===== src/wfm_pkg.sv =====
/*
  Constants, register map and carrier types of the wake-frame match register bank.
  Assumes a single 50 MHz clock shared by the host register port and the receive byte stream.
*/
package wfm_pkg;

  localparam int DATA_W = 16;
  localparam int ADDR_W = 8;
  localparam int NUM_ENABLE_PATTERNS = 4;
  localparam int NUM_STORED_PATTERNS = 2;
  localparam int WORDS_PER_PATTERN = 6;
  localparam int NUM_PATTERN_WORDS = 12;
  localparam int MASK_WORDS = 4;
  localparam int MASK_BYTES = 64;

  // Register byte addresses.
  localparam logic [7:0] ADDR_WAKE_DETECT_CONTROL = 8'h2a;
  localparam logic [7:0] ADDR_PATTERN0_CRC_LOW = 8'h30;
  localparam logic [7:0] ADDR_PATTERN0_CRC_HIGH = 8'h32;
  localparam logic [7:0] ADDR_PATTERN0_MASK_BYTES_1_16 = 8'h34;
  localparam logic [7:0] ADDR_PATTERN0_MASK_BYTES_17_32 = 8'h36;
  localparam logic [7:0] ADDR_PATTERN0_MASK_BYTES_33_48 = 8'h38;
  localparam logic [7:0] ADDR_PATTERN0_MASK_BYTES_49_64 = 8'h3a;
  localparam logic [7:0] ADDR_PATTERN1_CRC_LOW = 8'h40;
  localparam logic [7:0] ADDR_PATTERN1_CRC_HIGH = 8'h42;
  localparam logic [7:0] ADDR_PATTERN1_MASK_BYTES_1_16 = 8'h44;
  localparam logic [7:0] ADDR_PATTERN1_MASK_BYTES_17_32 = 8'h46;
  localparam logic [7:0] ADDR_PATTERN1_MASK_BYTES_33_48 = 8'h48;
  localparam logic [7:0] ADDR_PATTERN1_MASK_BYTES_49_64 = 8'h4a;

  // Word slots inside the pattern storage; each pattern owns six consecutive slots.
  localparam logic [3:0] SLOT_CRC_LOW = 4'h0;
  localparam logic [3:0] SLOT_CRC_HIGH = 4'h1;
  localparam logic [3:0] SLOT_MASK0 = 4'h2;
  localparam logic [3:0] SLOT_MASK1 = 4'h3;
  localparam logic [3:0] SLOT_MASK2 = 4'h4;
  localparam logic [3:0] SLOT_MASK3 = 4'h5;
  localparam logic [3:0] SLOT_PATTERN1_BASE = 4'h6;
  localparam logic [3:0] SLOT_CONTROL = 4'hc;
  localparam logic [3:0] SLOT_NONE = 4'hf;

  // Control register fields.
  localparam int CTRL_SIGNATURE_EN_BIT = 7;
  localparam int CTRL_PATTERN3_EN_BIT = 3;
  localparam int CTRL_PATTERN2_EN_BIT = 2;
  localparam int CTRL_PATTERN1_EN_BIT = 1;
  localparam int CTRL_PATTERN0_EN_BIT = 0;
  localparam logic [15:0] CTRL_WRITABLE_MASK = 16'h008f;
  localparam logic [15:0] CTRL_RESET = 16'h0000;
  localparam logic [15:0] PATTERN_WORD_RESET = 16'h0000;
  localparam logic [15:0] UNMAPPED_READ_VALUE = 16'h0000;

  // Ethernet CRC-32, bit-reflected form, as the receive path shifts bytes LSB first.
  localparam logic [31:0] CRC_POLY_REFLECTED = 32'hedb88320;
  localparam logic [31:0] CRC_INIT = 32'hffffffff;
  localparam logic [6:0] BYTE_INDEX_RESET = 7'h00;
  localparam logic [6:0] BYTE_INDEX_LIMIT = 7'h40;

  typedef struct packed {
    logic wr;
    logic rd;
    logic [7:0] addr;
    logic [1:0] be;
    logic [15:0] wdata;
  } wfm_reg_req_t;

  typedef struct packed {
    logic valid;
    logic sof;
    logic eof;
    logic frame_ok;
    logic [7:0] data;
  } wfm_rx_byte_t;

  typedef struct packed {
    logic [31:0] expected;
    logic [63:0] mask;
  } wfm_pattern_cfg_t;

endpackage : wfm_pkg


===== src/wfm_pattern_crc_check.sv =====
/*
  One stored-pattern detector: CRC-32 over the mask-selected bytes among the first 64 of a frame.
  Assumes the receive bytes arrive on the same clock, at most one per cycle, framed by sof and eof.
*/
`timescale 1ns/100ps
module wfm_pattern_crc_check (
  // Clock and reset
  input wire logic clk_in,
  input wire logic arst_n_in,
  input wire logic soft_rst_in,
  // Configuration
  input wire logic enable_in,
  input wire wfm_pkg::wfm_pattern_cfg_t cfg_in,
  // Receive stream
  input wire wfm_pkg::wfm_rx_byte_t rx_in,
  // Result
  output logic match_out
);

  function automatic logic [31:0] crc_byte(input logic [31:0] crc, input logic [7:0] d);
    logic [31:0] c;
    c = crc;
    for (int i = 0; i < 8; i++) begin
      if (c[0] ^ d[i]) begin
        c = (c >> 1) ^ wfm_pkg::CRC_POLY_REFLECTED;
      end else begin
        c = c >> 1;
      end
    end
    return c;
  endfunction : crc_byte

  logic [31:0] crc;
  logic [6:0] byte_idx;
  logic in_frame;

  // A frame starts only on sof; stray bytes outside a frame are ignored.
  wire logic accept = rx_in.valid && (rx_in.sof || in_frame);
  wire logic [31:0] cur_crc = rx_in.sof ? wfm_pkg::CRC_INIT : crc;
  wire logic [6:0] cur_idx = rx_in.sof ? wfm_pkg::BYTE_INDEX_RESET : byte_idx;
  wire logic in_window = cur_idx < wfm_pkg::BYTE_INDEX_LIMIT;
  // Mask bit n selects frame byte n+1, so bit 0 of the first word is the first byte.
  wire logic take = in_window && cfg_in.mask[cur_idx[5:0]];
  wire logic [31:0] next_crc = take ? crc_byte(cur_crc, rx_in.data) : cur_crc;
  wire logic [6:0] next_idx = in_window ? 7'(cur_idx + 7'h01) : cur_idx;
  wire logic [31:0] final_crc = ~next_crc;
  wire logic frame_done = accept && rx_in.eof;
  wire logic next_match = frame_done && rx_in.frame_ok && enable_in && (final_crc == cfg_in.expected);

  always_ff @(posedge clk_in or negedge arst_n_in) begin
    if (!arst_n_in) begin
      crc <= wfm_pkg::CRC_INIT;
      byte_idx <= wfm_pkg::BYTE_INDEX_RESET;
      in_frame <= 1'b0;
      match_out <= 1'b0;
    end else if (soft_rst_in) begin
      crc <= wfm_pkg::CRC_INIT;
      byte_idx <= wfm_pkg::BYTE_INDEX_RESET;
      in_frame <= 1'b0;
      match_out <= 1'b0;
    end else begin
      if (accept) begin
        crc <= next_crc;
        byte_idx <= next_idx;
        in_frame <= !rx_in.eof;
      end
      match_out <= next_match;
    end
  end

endmodule : wfm_pattern_crc_check


===== src/wfm_wakeup_frame_match_regs.sv =====
/*
  Wake-frame match register bank: control word, expected CRC and byte masks for patterns zero and one,
  and the two stored-pattern detectors they steer.
  Assumes the host register port and the receive byte stream are produced by logic on REF_CLK_IN,
  so no synchroniser is needed; the soft reset is a synchronous pulse from the global reset register.
*/
`timescale 1ns/100ps
module wfm_wakeup_frame_match_regs (
  // Clock and reset
  input wire logic REF_CLK_IN,
  input wire logic ARST_N_IN,
  input wire logic SOFT_RST_IN,
  // Host register port
  input wire wfm_pkg::wfm_reg_req_t REG_REQ_IN,
  output logic [15:0] REG_RDATA_OUT,
  output logic REG_RVALID_OUT,
  // Receive byte stream
  input wire wfm_pkg::wfm_rx_byte_t RX_IN,
  // Detector enables and results
  output logic SIGNATURE_PACKET_DETECT_EN_OUT,
  output logic [3:0] PATTERN_DETECT_EN_OUT,
  output logic [1:0] WAKE_MATCH_OUT
);

  // Maps a byte address onto a storage slot; odd and unlisted addresses fall to SLOT_NONE.
  function automatic logic [3:0] slot_of(input logic [7:0] addr);
    logic [3:0] s;
    s = wfm_pkg::SLOT_NONE;
    case (addr)
      wfm_pkg::ADDR_WAKE_DETECT_CONTROL: begin
        s = wfm_pkg::SLOT_CONTROL;
      end
      wfm_pkg::ADDR_PATTERN0_CRC_LOW: begin
        s = wfm_pkg::SLOT_CRC_LOW;
      end
      wfm_pkg::ADDR_PATTERN0_CRC_HIGH: begin
        s = wfm_pkg::SLOT_CRC_HIGH;
      end
      wfm_pkg::ADDR_PATTERN0_MASK_BYTES_1_16: begin
        s = wfm_pkg::SLOT_MASK0;
      end
      wfm_pkg::ADDR_PATTERN0_MASK_BYTES_17_32: begin
        s = wfm_pkg::SLOT_MASK1;
      end
      wfm_pkg::ADDR_PATTERN0_MASK_BYTES_33_48: begin
        s = wfm_pkg::SLOT_MASK2;
      end
      wfm_pkg::ADDR_PATTERN0_MASK_BYTES_49_64: begin
        s = wfm_pkg::SLOT_MASK3;
      end
      wfm_pkg::ADDR_PATTERN1_CRC_LOW: begin
        s = 4'(wfm_pkg::SLOT_PATTERN1_BASE + wfm_pkg::SLOT_CRC_LOW);
      end
      wfm_pkg::ADDR_PATTERN1_CRC_HIGH: begin
        s = 4'(wfm_pkg::SLOT_PATTERN1_BASE + wfm_pkg::SLOT_CRC_HIGH);
      end
      wfm_pkg::ADDR_PATTERN1_MASK_BYTES_1_16: begin
        s = 4'(wfm_pkg::SLOT_PATTERN1_BASE + wfm_pkg::SLOT_MASK0);
      end
      wfm_pkg::ADDR_PATTERN1_MASK_BYTES_17_32: begin
        s = 4'(wfm_pkg::SLOT_PATTERN1_BASE + wfm_pkg::SLOT_MASK1);
      end
      wfm_pkg::ADDR_PATTERN1_MASK_BYTES_33_48: begin
        s = 4'(wfm_pkg::SLOT_PATTERN1_BASE + wfm_pkg::SLOT_MASK2);
      end
      wfm_pkg::ADDR_PATTERN1_MASK_BYTES_49_64: begin
        s = 4'(wfm_pkg::SLOT_PATTERN1_BASE + wfm_pkg::SLOT_MASK3);
      end
      default: begin
        s = wfm_pkg::SLOT_NONE;
      end
    endcase
    return s;
  endfunction : slot_of

  // Applies the two byte enables of a 16-bit write to an old word.
  function automatic logic [15:0] merge_bytes(input logic [15:0] old, input logic [15:0] wdata,
                                              input logic [1:0] be);
    logic [15:0] r;
    r = old;
    if (be[0]) begin
      r[7:0] = wdata[7:0];
    end
    if (be[1]) begin
      r[15:8] = wdata[15:8];
    end
    return r;
  endfunction : merge_bytes

  logic [15:0] ctrl;
  logic [15:0] pattern_word [wfm_pkg::NUM_PATTERN_WORDS];
  logic [15:0] rdata;
  logic rvalid;

  // Address decode, shared by the write and read paths.
  wire logic [3:0] slot = slot_of(REG_REQ_IN.addr);
  wire logic hit_ctrl = slot == wfm_pkg::SLOT_CONTROL;
  wire logic hit_pattern = slot < 4'(wfm_pkg::NUM_PATTERN_WORDS);
  wire logic wr_ctrl = REG_REQ_IN.wr && hit_ctrl;
  wire logic wr_pattern = REG_REQ_IN.wr && hit_pattern;

  // Only the five enable bits store; everything else of the control word stays zero.
  wire logic [15:0] ctrl_merged = merge_bytes(ctrl, REG_REQ_IN.wdata, REG_REQ_IN.be);
  wire logic [15:0] next_ctrl = ctrl_merged & wfm_pkg::CTRL_WRITABLE_MASK;
  wire logic [15:0] pattern_old = hit_pattern ? pattern_word[slot] : wfm_pkg::PATTERN_WORD_RESET;
  wire logic [15:0] next_pattern_word = merge_bytes(pattern_old, REG_REQ_IN.wdata, REG_REQ_IN.be);

  // Read selection; unmapped and reserved addresses read as zero.
  wire logic [15:0] read_pattern = hit_pattern ? pattern_word[slot] : wfm_pkg::UNMAPPED_READ_VALUE;
  wire logic [15:0] next_rdata = hit_ctrl ? (ctrl & wfm_pkg::CTRL_WRITABLE_MASK) : read_pattern;

  always_ff @(posedge REF_CLK_IN or negedge ARST_N_IN) begin
    if (!ARST_N_IN) begin
      ctrl <= wfm_pkg::CTRL_RESET;
    end else if (SOFT_RST_IN) begin
      ctrl <= wfm_pkg::CTRL_RESET;
    end else if (wr_ctrl) begin
      ctrl <= next_ctrl;
    end
  end

  always_ff @(posedge REF_CLK_IN or negedge ARST_N_IN) begin
    if (!ARST_N_IN) begin
      for (int i = 0; i < wfm_pkg::NUM_PATTERN_WORDS; i++) begin
        pattern_word[i] <= wfm_pkg::PATTERN_WORD_RESET;
      end
    end else if (SOFT_RST_IN) begin
      for (int i = 0; i < wfm_pkg::NUM_PATTERN_WORDS; i++) begin
        pattern_word[i] <= wfm_pkg::PATTERN_WORD_RESET;
      end
    end else if (wr_pattern) begin
      pattern_word[slot] <= next_pattern_word;
    end
  end

  // A read answers one cycle later; a write in the same cycle is not yet visible.
  always_ff @(posedge REF_CLK_IN or negedge ARST_N_IN) begin
    if (!ARST_N_IN) begin
      rdata <= wfm_pkg::UNMAPPED_READ_VALUE;
      rvalid <= 1'b0;
    end else begin
      rvalid <= REG_REQ_IN.rd;
      if (REG_REQ_IN.rd) begin
        rdata <= next_rdata;
      end
    end
  end

  assign REG_RDATA_OUT = rdata;
  assign REG_RVALID_OUT = rvalid;

  // Enable outputs come straight from the control flops.
  assign SIGNATURE_PACKET_DETECT_EN_OUT = ctrl[wfm_pkg::CTRL_SIGNATURE_EN_BIT];
  assign PATTERN_DETECT_EN_OUT[3] = ctrl[wfm_pkg::CTRL_PATTERN3_EN_BIT];
  assign PATTERN_DETECT_EN_OUT[2] = ctrl[wfm_pkg::CTRL_PATTERN2_EN_BIT];
  assign PATTERN_DETECT_EN_OUT[1] = ctrl[wfm_pkg::CTRL_PATTERN1_EN_BIT];
  assign PATTERN_DETECT_EN_OUT[0] = ctrl[wfm_pkg::CTRL_PATTERN0_EN_BIT];

  // Assemble each stored pattern: low CRC word in bits 15:0, first mask word covers bytes 1 to 16.
  wfm_pkg::wfm_pattern_cfg_t pattern_cfg [wfm_pkg::NUM_STORED_PATTERNS];
  logic [wfm_pkg::NUM_STORED_PATTERNS-1:0] pattern_en;

  assign pattern_en[0] = ctrl[wfm_pkg::CTRL_PATTERN0_EN_BIT];
  assign pattern_en[1] = ctrl[wfm_pkg::CTRL_PATTERN1_EN_BIT];

  for (genvar p = 0; p < wfm_pkg::NUM_STORED_PATTERNS; p++) begin : g_pattern
    localparam int BASE = p * wfm_pkg::WORDS_PER_PATTERN;
    assign pattern_cfg[p].expected = {pattern_word[BASE + 1], pattern_word[BASE]};
    assign pattern_cfg[p].mask = {pattern_word[BASE + 5], pattern_word[BASE + 4],
                                  pattern_word[BASE + 3], pattern_word[BASE + 2]};

    // The detector uses whatever values are stored; the host loads them before enabling.
    wfm_pattern_crc_check u_check (
      .clk_in(REF_CLK_IN),
      .arst_n_in(ARST_N_IN),
      .soft_rst_in(SOFT_RST_IN),
      .enable_in(pattern_en[p]),
      .cfg_in(pattern_cfg[p]),
      .rx_in(RX_IN),
      .match_out(WAKE_MATCH_OUT[p])
    );
  end

endmodule : wfm_wakeup_frame_match_regs


===== config.mk =====
export PLATFORM = sky130hd
export DESIGN_NAME = wfm_wakeup_frame_match_regs
export DESIGN_NICKNAME = d
export VERILOG_FILES = /design/src/wfm_pkg.sv /design/src/wfm_pattern_crc_check.sv /design/src/wfm_wakeup_frame_match_regs.sv
export SDC_FILE = /design/constraint.sdc
export NUM_CORES = 1
export LEC_CHECK = 0
export ABC_AREA = 1
export BUFFER_PORTS_ARGS = -buffer_cell sky130_fd_sc_hd__buf_2
export CAP_MARGIN = 5
export CELL_PAD_IN_SITES_DETAIL_PLACEMENT = 1
export CELL_PAD_IN_SITES_GLOBAL_PLACEMENT = 1
export CORE_UTILIZATION = 41
export DETAILED_ROUTE_END_ITERATION = 10
export PLACE_DENSITY = 0.83
export SLEW_MARGIN = 5
export SYNTH_ARGS = -nofsm -noshare
export SYNTH_HDL_FRONTEND = slang
export SYNTH_SLANG_ARGS = --single-unit
export TNS_END_PERCENT = 100

===== constraint.sdc =====
create_clock -name REF_CLK_IN -period 2.4 [get_ports REF_CLK_IN]
set_input_delay 0.48 -clock REF_CLK_IN [delete_from_list [all_inputs] [get_ports REF_CLK_IN]]
set_output_delay 0.48 -clock REF_CLK_IN [all_outputs]
set_load 0.02 [all_outputs]

==> summary.md, run 1 <==
| Metric | Value |
|---|---|
| Status | `stopped before the end` |
| Fail Step | `global routing (5_1_grt)` |
| First Err | `[ERROR GRT-0232] Routing congestion too high. Check the congestion heatmap in the GUI.` |
| Adder-Cell Fraction of Synth Area | `less than 1%` |
| Synth Warn # | `0` |
| Largest net degree at the start of global routing | `63` |
| Area leader, netlist | `dfrtp_1` |
| Total CTS buffers | `37` |
| Register area share after synthesis | `37.44%` |
| Vert. Die Dim | `approximately 220 um` |
| Top cell type's share of synthesized area | `29.03%` |
| Post-synthesis mux area share | `0%` |
| GRT overflow | `1985` |
| IO buf count | `66` |
| Clock tree buffer depth | `3` |
| Synthesis-stage register bit count | `296` |
| I/O pin total | `67` |
| Synth Area in Compound Gates | `8.429%` |
| Root Buffer | `clkbuf_16` |
| Die W | `between 200 and 250 um` |
| Post-DP HPWL | `75.56 mm` |
| RePlAce Congestion | `a little over 1` |
| Worst Endpoint after GRT Repair | `g_pattern[1].u_check.match_out$_DFF_PN0_/D` |
| Combinational family with the most area after synthesis | `simple AND/OR/NAND/NOR gates` |
| Avg Inst Size Synth | `6.710 um2` |
| Worst-path end type | `sequential cell input` |
| H-tree depth | `2` |
| Syn Std Cell Area | `0.02000 mm2` |
| Xor and xnor area share after synthesis | `4.555%` |
| Initial cell density of the core | `41.70%` |
| Cells after synthesis | `around 3000` |
| Cell variety after synth | `46` |
| Synth Net Count | `3025` |
| Placed inst area | `~0.026 mm2` |
| Simple-Gate Fraction of Synth Area | `40.50%` |
| Overall Global Routing Usage | `between 90% and 100%` |
| Top post-synthesis cells by area | `dfrtp_1, nand2_1, nand3_1, dfstp_2, inv_1` |
| Placed insts | `4027` |
| Clk sink count | `296` |
| Core Rows | `80` |
[logic make-up after synthesis]
family / after synthesis
fa+ha+maj: 2
compound gates: 279
simple gates: 1862
flops: 296
xor+xnor: 100
buf+inv: 441
[synth_stat cells (all sizes together)]
master and number:
nand2 1125, nor4 10, dfrtp 232, ha 2, o32ai 3, a31oi 14
or2 51, inv 282, nand3b 13, xnor3 2, o211ai 7, a21oi 13
nor3 21, nor2 137, buf 81, dfstp 64, o22ai 127, xor2 81
nand3 453, xnor2 17, o31ai 1, o21ai 113, a211oi 1, clkbuf 76
nand4 52, clkinv 2
[routing by layer]
| metal | overflow | GRT usage [%] |
|---|---|---|
| met4 | 675 | 107.5 |
| met2 | 1132 | 109.5 |
| met1 | 84 | 91.84 |
| met5 | 23 | 69.21 |
| met3 | 71 | 85.44 |
[timing repair]
action,4_1_cts
pin swaps,251
gates cloned,26
hold buffers,1
hold endpoints to repair,39
setup endpoints to repair,246
setup buffers,96
resized for setup,516
[metrics by stage]
step / hold WS [ns] / worst slack, ns
after floorplan: 0.1844 / -0.2401
after global placement: 0.4619 / -0.7086
after detailed placement: 0.4778 / -0.9390
after CTS: 0.1042 / -0.3518
==> run 2: changes to the inputs <==
CELL_PAD_IN_SITES_DETAIL_PLACEMENT = default   (was 1)
CELL_PAD_IN_SITES_GLOBAL_PLACEMENT = default   (was 1)
CORE_UTILIZATION = 40   (was 41)
PLACE_DENSITY = default   (was 0.83)
PLACE_DENSITY_LB_ADDON = 0.15   (was default)
clock period = 3.1 ns   (was 2.4 ns; I/O delays follow)
==> summary.md, run 2 <==
| Metric | Value |
|---|---|
| Die W | `225.6 um (+1.2%)` |
| Worst Path Max Fanout | `12` |
| FMAX | `0.3411 GHz` |
| CP Data Arrival Time | `3.37 ns` |
| Pre-CTS WS | `-0.3480 ns (+0.5910 ns)` |
| Total CTS buffers | `36 (-2.7%)` |
| Antenna-violating nets left | `0` |
| Worst hold slack | `0.06704 ns` |
| Max FFs per register | `192` |
| Worst Setup End Kind | `register` |
| Top-count cell post-synth | `nand2_1` |
| Clock power frac | `roughly 45%` |
| Worst R2R Path Depth | `21` |
| Via density | `5.551` |
| Fin nets | `3409` |
| Top post-synthesis cells by area | `dfrtp_1, nand2_1, nand3_1, dfstp_2, inv_1` |
| Final min period | `2.932 ns` |
| H-tree depth | `2 (unchanged)` |
| Die Area | `0.05089 mm2` |
| RSZ-0062 raised after global routing | `no` |
| Critical path class | `in2reg` |
| Drt drc | `0` |
| Final worst-path cycle share | `94.57%` |
| Vias in the first global route | `approximately 22000` |
| Drt pass-1 iters | `6` |
| Synth Warn # | `0 (unchanged)` |
| Synthesis-stage register bit count | `296 (unchanged)` |
| Number of synthesized flops with an enable pin | `0 (unchanged)` |
| IO buf count | `66 (unchanged)` |
| Switching pwr | `0.002903 W` |
| Worst min path class | `in2async` |
| Final worst setup slack | `0.1683 ns` |
| Final wirelength | `91.46 mm` |
| Top FF cell, synth | `dfrtp_1` |
| Avg Inst Size Synth | `6.710 um2 (unchanged)` |
| Part of the power in registers | `38.8%` |
| Overall Global Routing Usage | `36.47%` |
| Cell variety after synth | `46 (unchanged)` |
| Gate power share | `15.9%` |
| Max_slew headroom | `39.03%` |
| Layout cells sized above 1 | `21.19%` |
| Crit path required time | `roughly 3.5 ns` |
| Initial antenna violation count | `0` |
| Leading cell type in the layout, fill and taps excluded | `nand2_1` |
| Endpoints failing hold | `0` |
| GRT overflow | `0` |
| Status | `finished clean` |
| Sw frac | `28.87%` |
| Max-slew violations | `0` |
| Routed length per instance | `between 20 and 25 um` |
| I/O pin total | `67 (unchanged)` |
| Vias | `between 20000 and 25000` |
| Cells after synthesis | `2980 (unchanged)` |
| Clock Latency Late Sink | `0.58 ns` |
| Vert. Die Dim | `225.6 um (+1.2%)` |
| Clock Skew | `roughly 0.027 ns` |
| Power Density | `391.6 mW/mm2` |
| Root Buffer | `clkbuf_16` |
| Clock tree buffer depth | `3 (unchanged)` |
| First-pass GRT wire length | `137.3 mm` |
| Clk sink count | `296 (unchanged)` |
| Layout area overhead | `28.40%` |
| Maxcap violations | `0` |
| Core area | `around 0.049 mm2` |
| Top cell type's share of synthesized area | `29.03% (unchanged)` |
| Post-synthesis mux area share | `0% (unchanged)` |
| Clk slew on worst S/H paths | `~0.06 ns` |
| RePlAce Congestion | `0.9643 (-6.7%)` |
| P_int | `0.007152 W` |
| Combinational family with the most area after synthesis | `simple AND/OR/NAND/NOR gates` |
| Worst setup SP type | `primary input` |
| CTS tree | `yes` |
| DRT iter0 DRCs | `2258` |
| Setup-failing EPs final | `0` |
| Register area share after synthesis | `37.44% (unchanged)` |
| Core Rows | `81 (+1.3%)` |
| CTS Hold Buffers Added | `0 (-1)` |
| Syn Std Cell Area | `0.02000 mm2 (unchanged)` |
| Most frequent cells after synthesis | `nand2_1, nand3_1, inv_1, dfrtp_1, nor2_1` |
| Async S/R FF share, synth | `100.0% (unchanged)` |
| Synth Net Count | `3025 (unchanged)` |
| Area leader, netlist | `dfrtp_1` |
| Leakage | `12.79 nW` |
| Tightest Pin Transition | `0.9123 ns` |
| Post-DP HPWL | `67.90 mm (-10%)` |
| Adder-Cell Fraction of Synth Area | `0.1251% (unchanged)` |
| Initial cell density of the core | `40.68% (-1.0 points)` |
| Synth Area in Compound Gates | `8.429% (unchanged)` |
| Largest net degree at the start of global routing | `69` |
| Peak supply drop | `400.9 uV` |
| Simple-Gate Fraction of Synth Area | `40.50% (unchanged)` |
| Most frequent cells in the layout | `nand2_1, nand3_1, buf_4` |
| Xor and xnor area share after synthesis | `4.555% (unchanged)` |
[run 2: cell counts after synthesis]
No cell type changed its count.
[run 2: metal layers]
| layer | wire length [um] | GRT usage, % | share of wire, % |
|---|---|---|---|
| met5 | 0 | 0 | 0 |
| met1 | 38620 | 49.20 | 42 |
| met4 | 5368 | 19.57 | 5.9 |
| met3 | 7514 | 5.764 | 8.2 |
| met2 | 39950 | 56.08 | 44 |
[run 2: cell type report]
type / count / area (um2)
fillers: 4837 / 23480
clock inverters: 17 / 231.5
inverters: 284 / 1066
diodes: 1 / 2.502
well taps: 664 / 830.8
clock buffers: 46 / 999.7
repair buffers: 503 / 4312
flip-flops and latches: 296 / 7488
multi-input cells: 2243 / 10740
[run 2: through the flow]
stage	area, um2	setup TNS (ns)	power (W)	utilization [%]	instances
3_3_place_gp	24420	-31.87	0.005533	49.67	3990
2_1_floorplan	20000	0	0.004673	-	2980
5_1_grt	25670	0	0.01035	52.23	4053
3_5_place_dp	24420	-38.07	0.005538	49.67	3990
6_report	25670	0	0.01005	52.23	4054
4_1_cts	25650	0	0.01009	52.18	4053
[run 2: logic make-up (layout without fill, tap and decap cells)]
| family | count (synthesis) | count (layout) |
|---|---|---|
| AND/OR/NAND/NOR | 1862 | 1862 |
| buffers and inverters | 441 | 850 |
| flip-flops | 296 | 296 |
| AO/OA/AOI/OAI | 279 | 279 |
| XOR/XNOR | 100 | 100 |
| adder cells (fa/ha/maj) | 2 | 2 |
| other | 0 | 1 |
[run 2: critical path: stages]
cell and delay (ns):
buf_2 0.12, inv_2 0.05, nor3_1 0.04, buf_4 0.14
o21ai_4 0.14, nand2_1 0.12, buf_4 0.18, o22ai_4 0.19
nand2_2 0.20, inv_2 0.28, nand2_1 0.10, o21ai_0 0.18
o21ai_0 0.22, buf_4 0.18, nand3_1 0.13, nand2_1 0.11
buf_12 0.19, nand3_1 0.07, nand2_1 0.08
[run 2: path summary, 6_finish.rpt]
path | start | to | slack (ns)
max in group asynchronous | ARST_N_IN | g_pattern[0].u_check.crc[12] | 2.08
setup reg to reg | g_pattern[0].u_check.byte_idx[0] | g_pattern[0].u_check.match_out | 0.19
setup / recovery | REG_REQ_IN[20] | pattern_cfg[34] | 0.17
hold reg to reg | REG_RDATA_OUT[3] | REG_RDATA_OUT[3] | 0.48
min in group REF_CLK_IN | REG_REQ_IN[26] | REG_RVALID_OUT | 0.26
hold / removal | ARST_N_IN | g_pattern[0].u_check.in_frame | 0.07
[run 2: power by group through the flow]
stage	sequential, W	combinational (W)	clock (W)
2_1_floorplan	0.00398	0.000694	0
3_5_place_dp	0.00397	0.00157	0
3_3_place_gp	0.00397	0.00156	0
4_1_cts	0.00390	0.00158	0.00461
5_1_grt	0.00391	0.00170	0.00474
6_report	0.00391	0.00160	0.00455
[run 2: timing repair]
item,4_1_cts,5_1_grt
setup buffers,0,0
endpoints found under the setup margin,0,14
resized for setup,0,8
No activity file was read; power rests on OpenSTA's default activity.
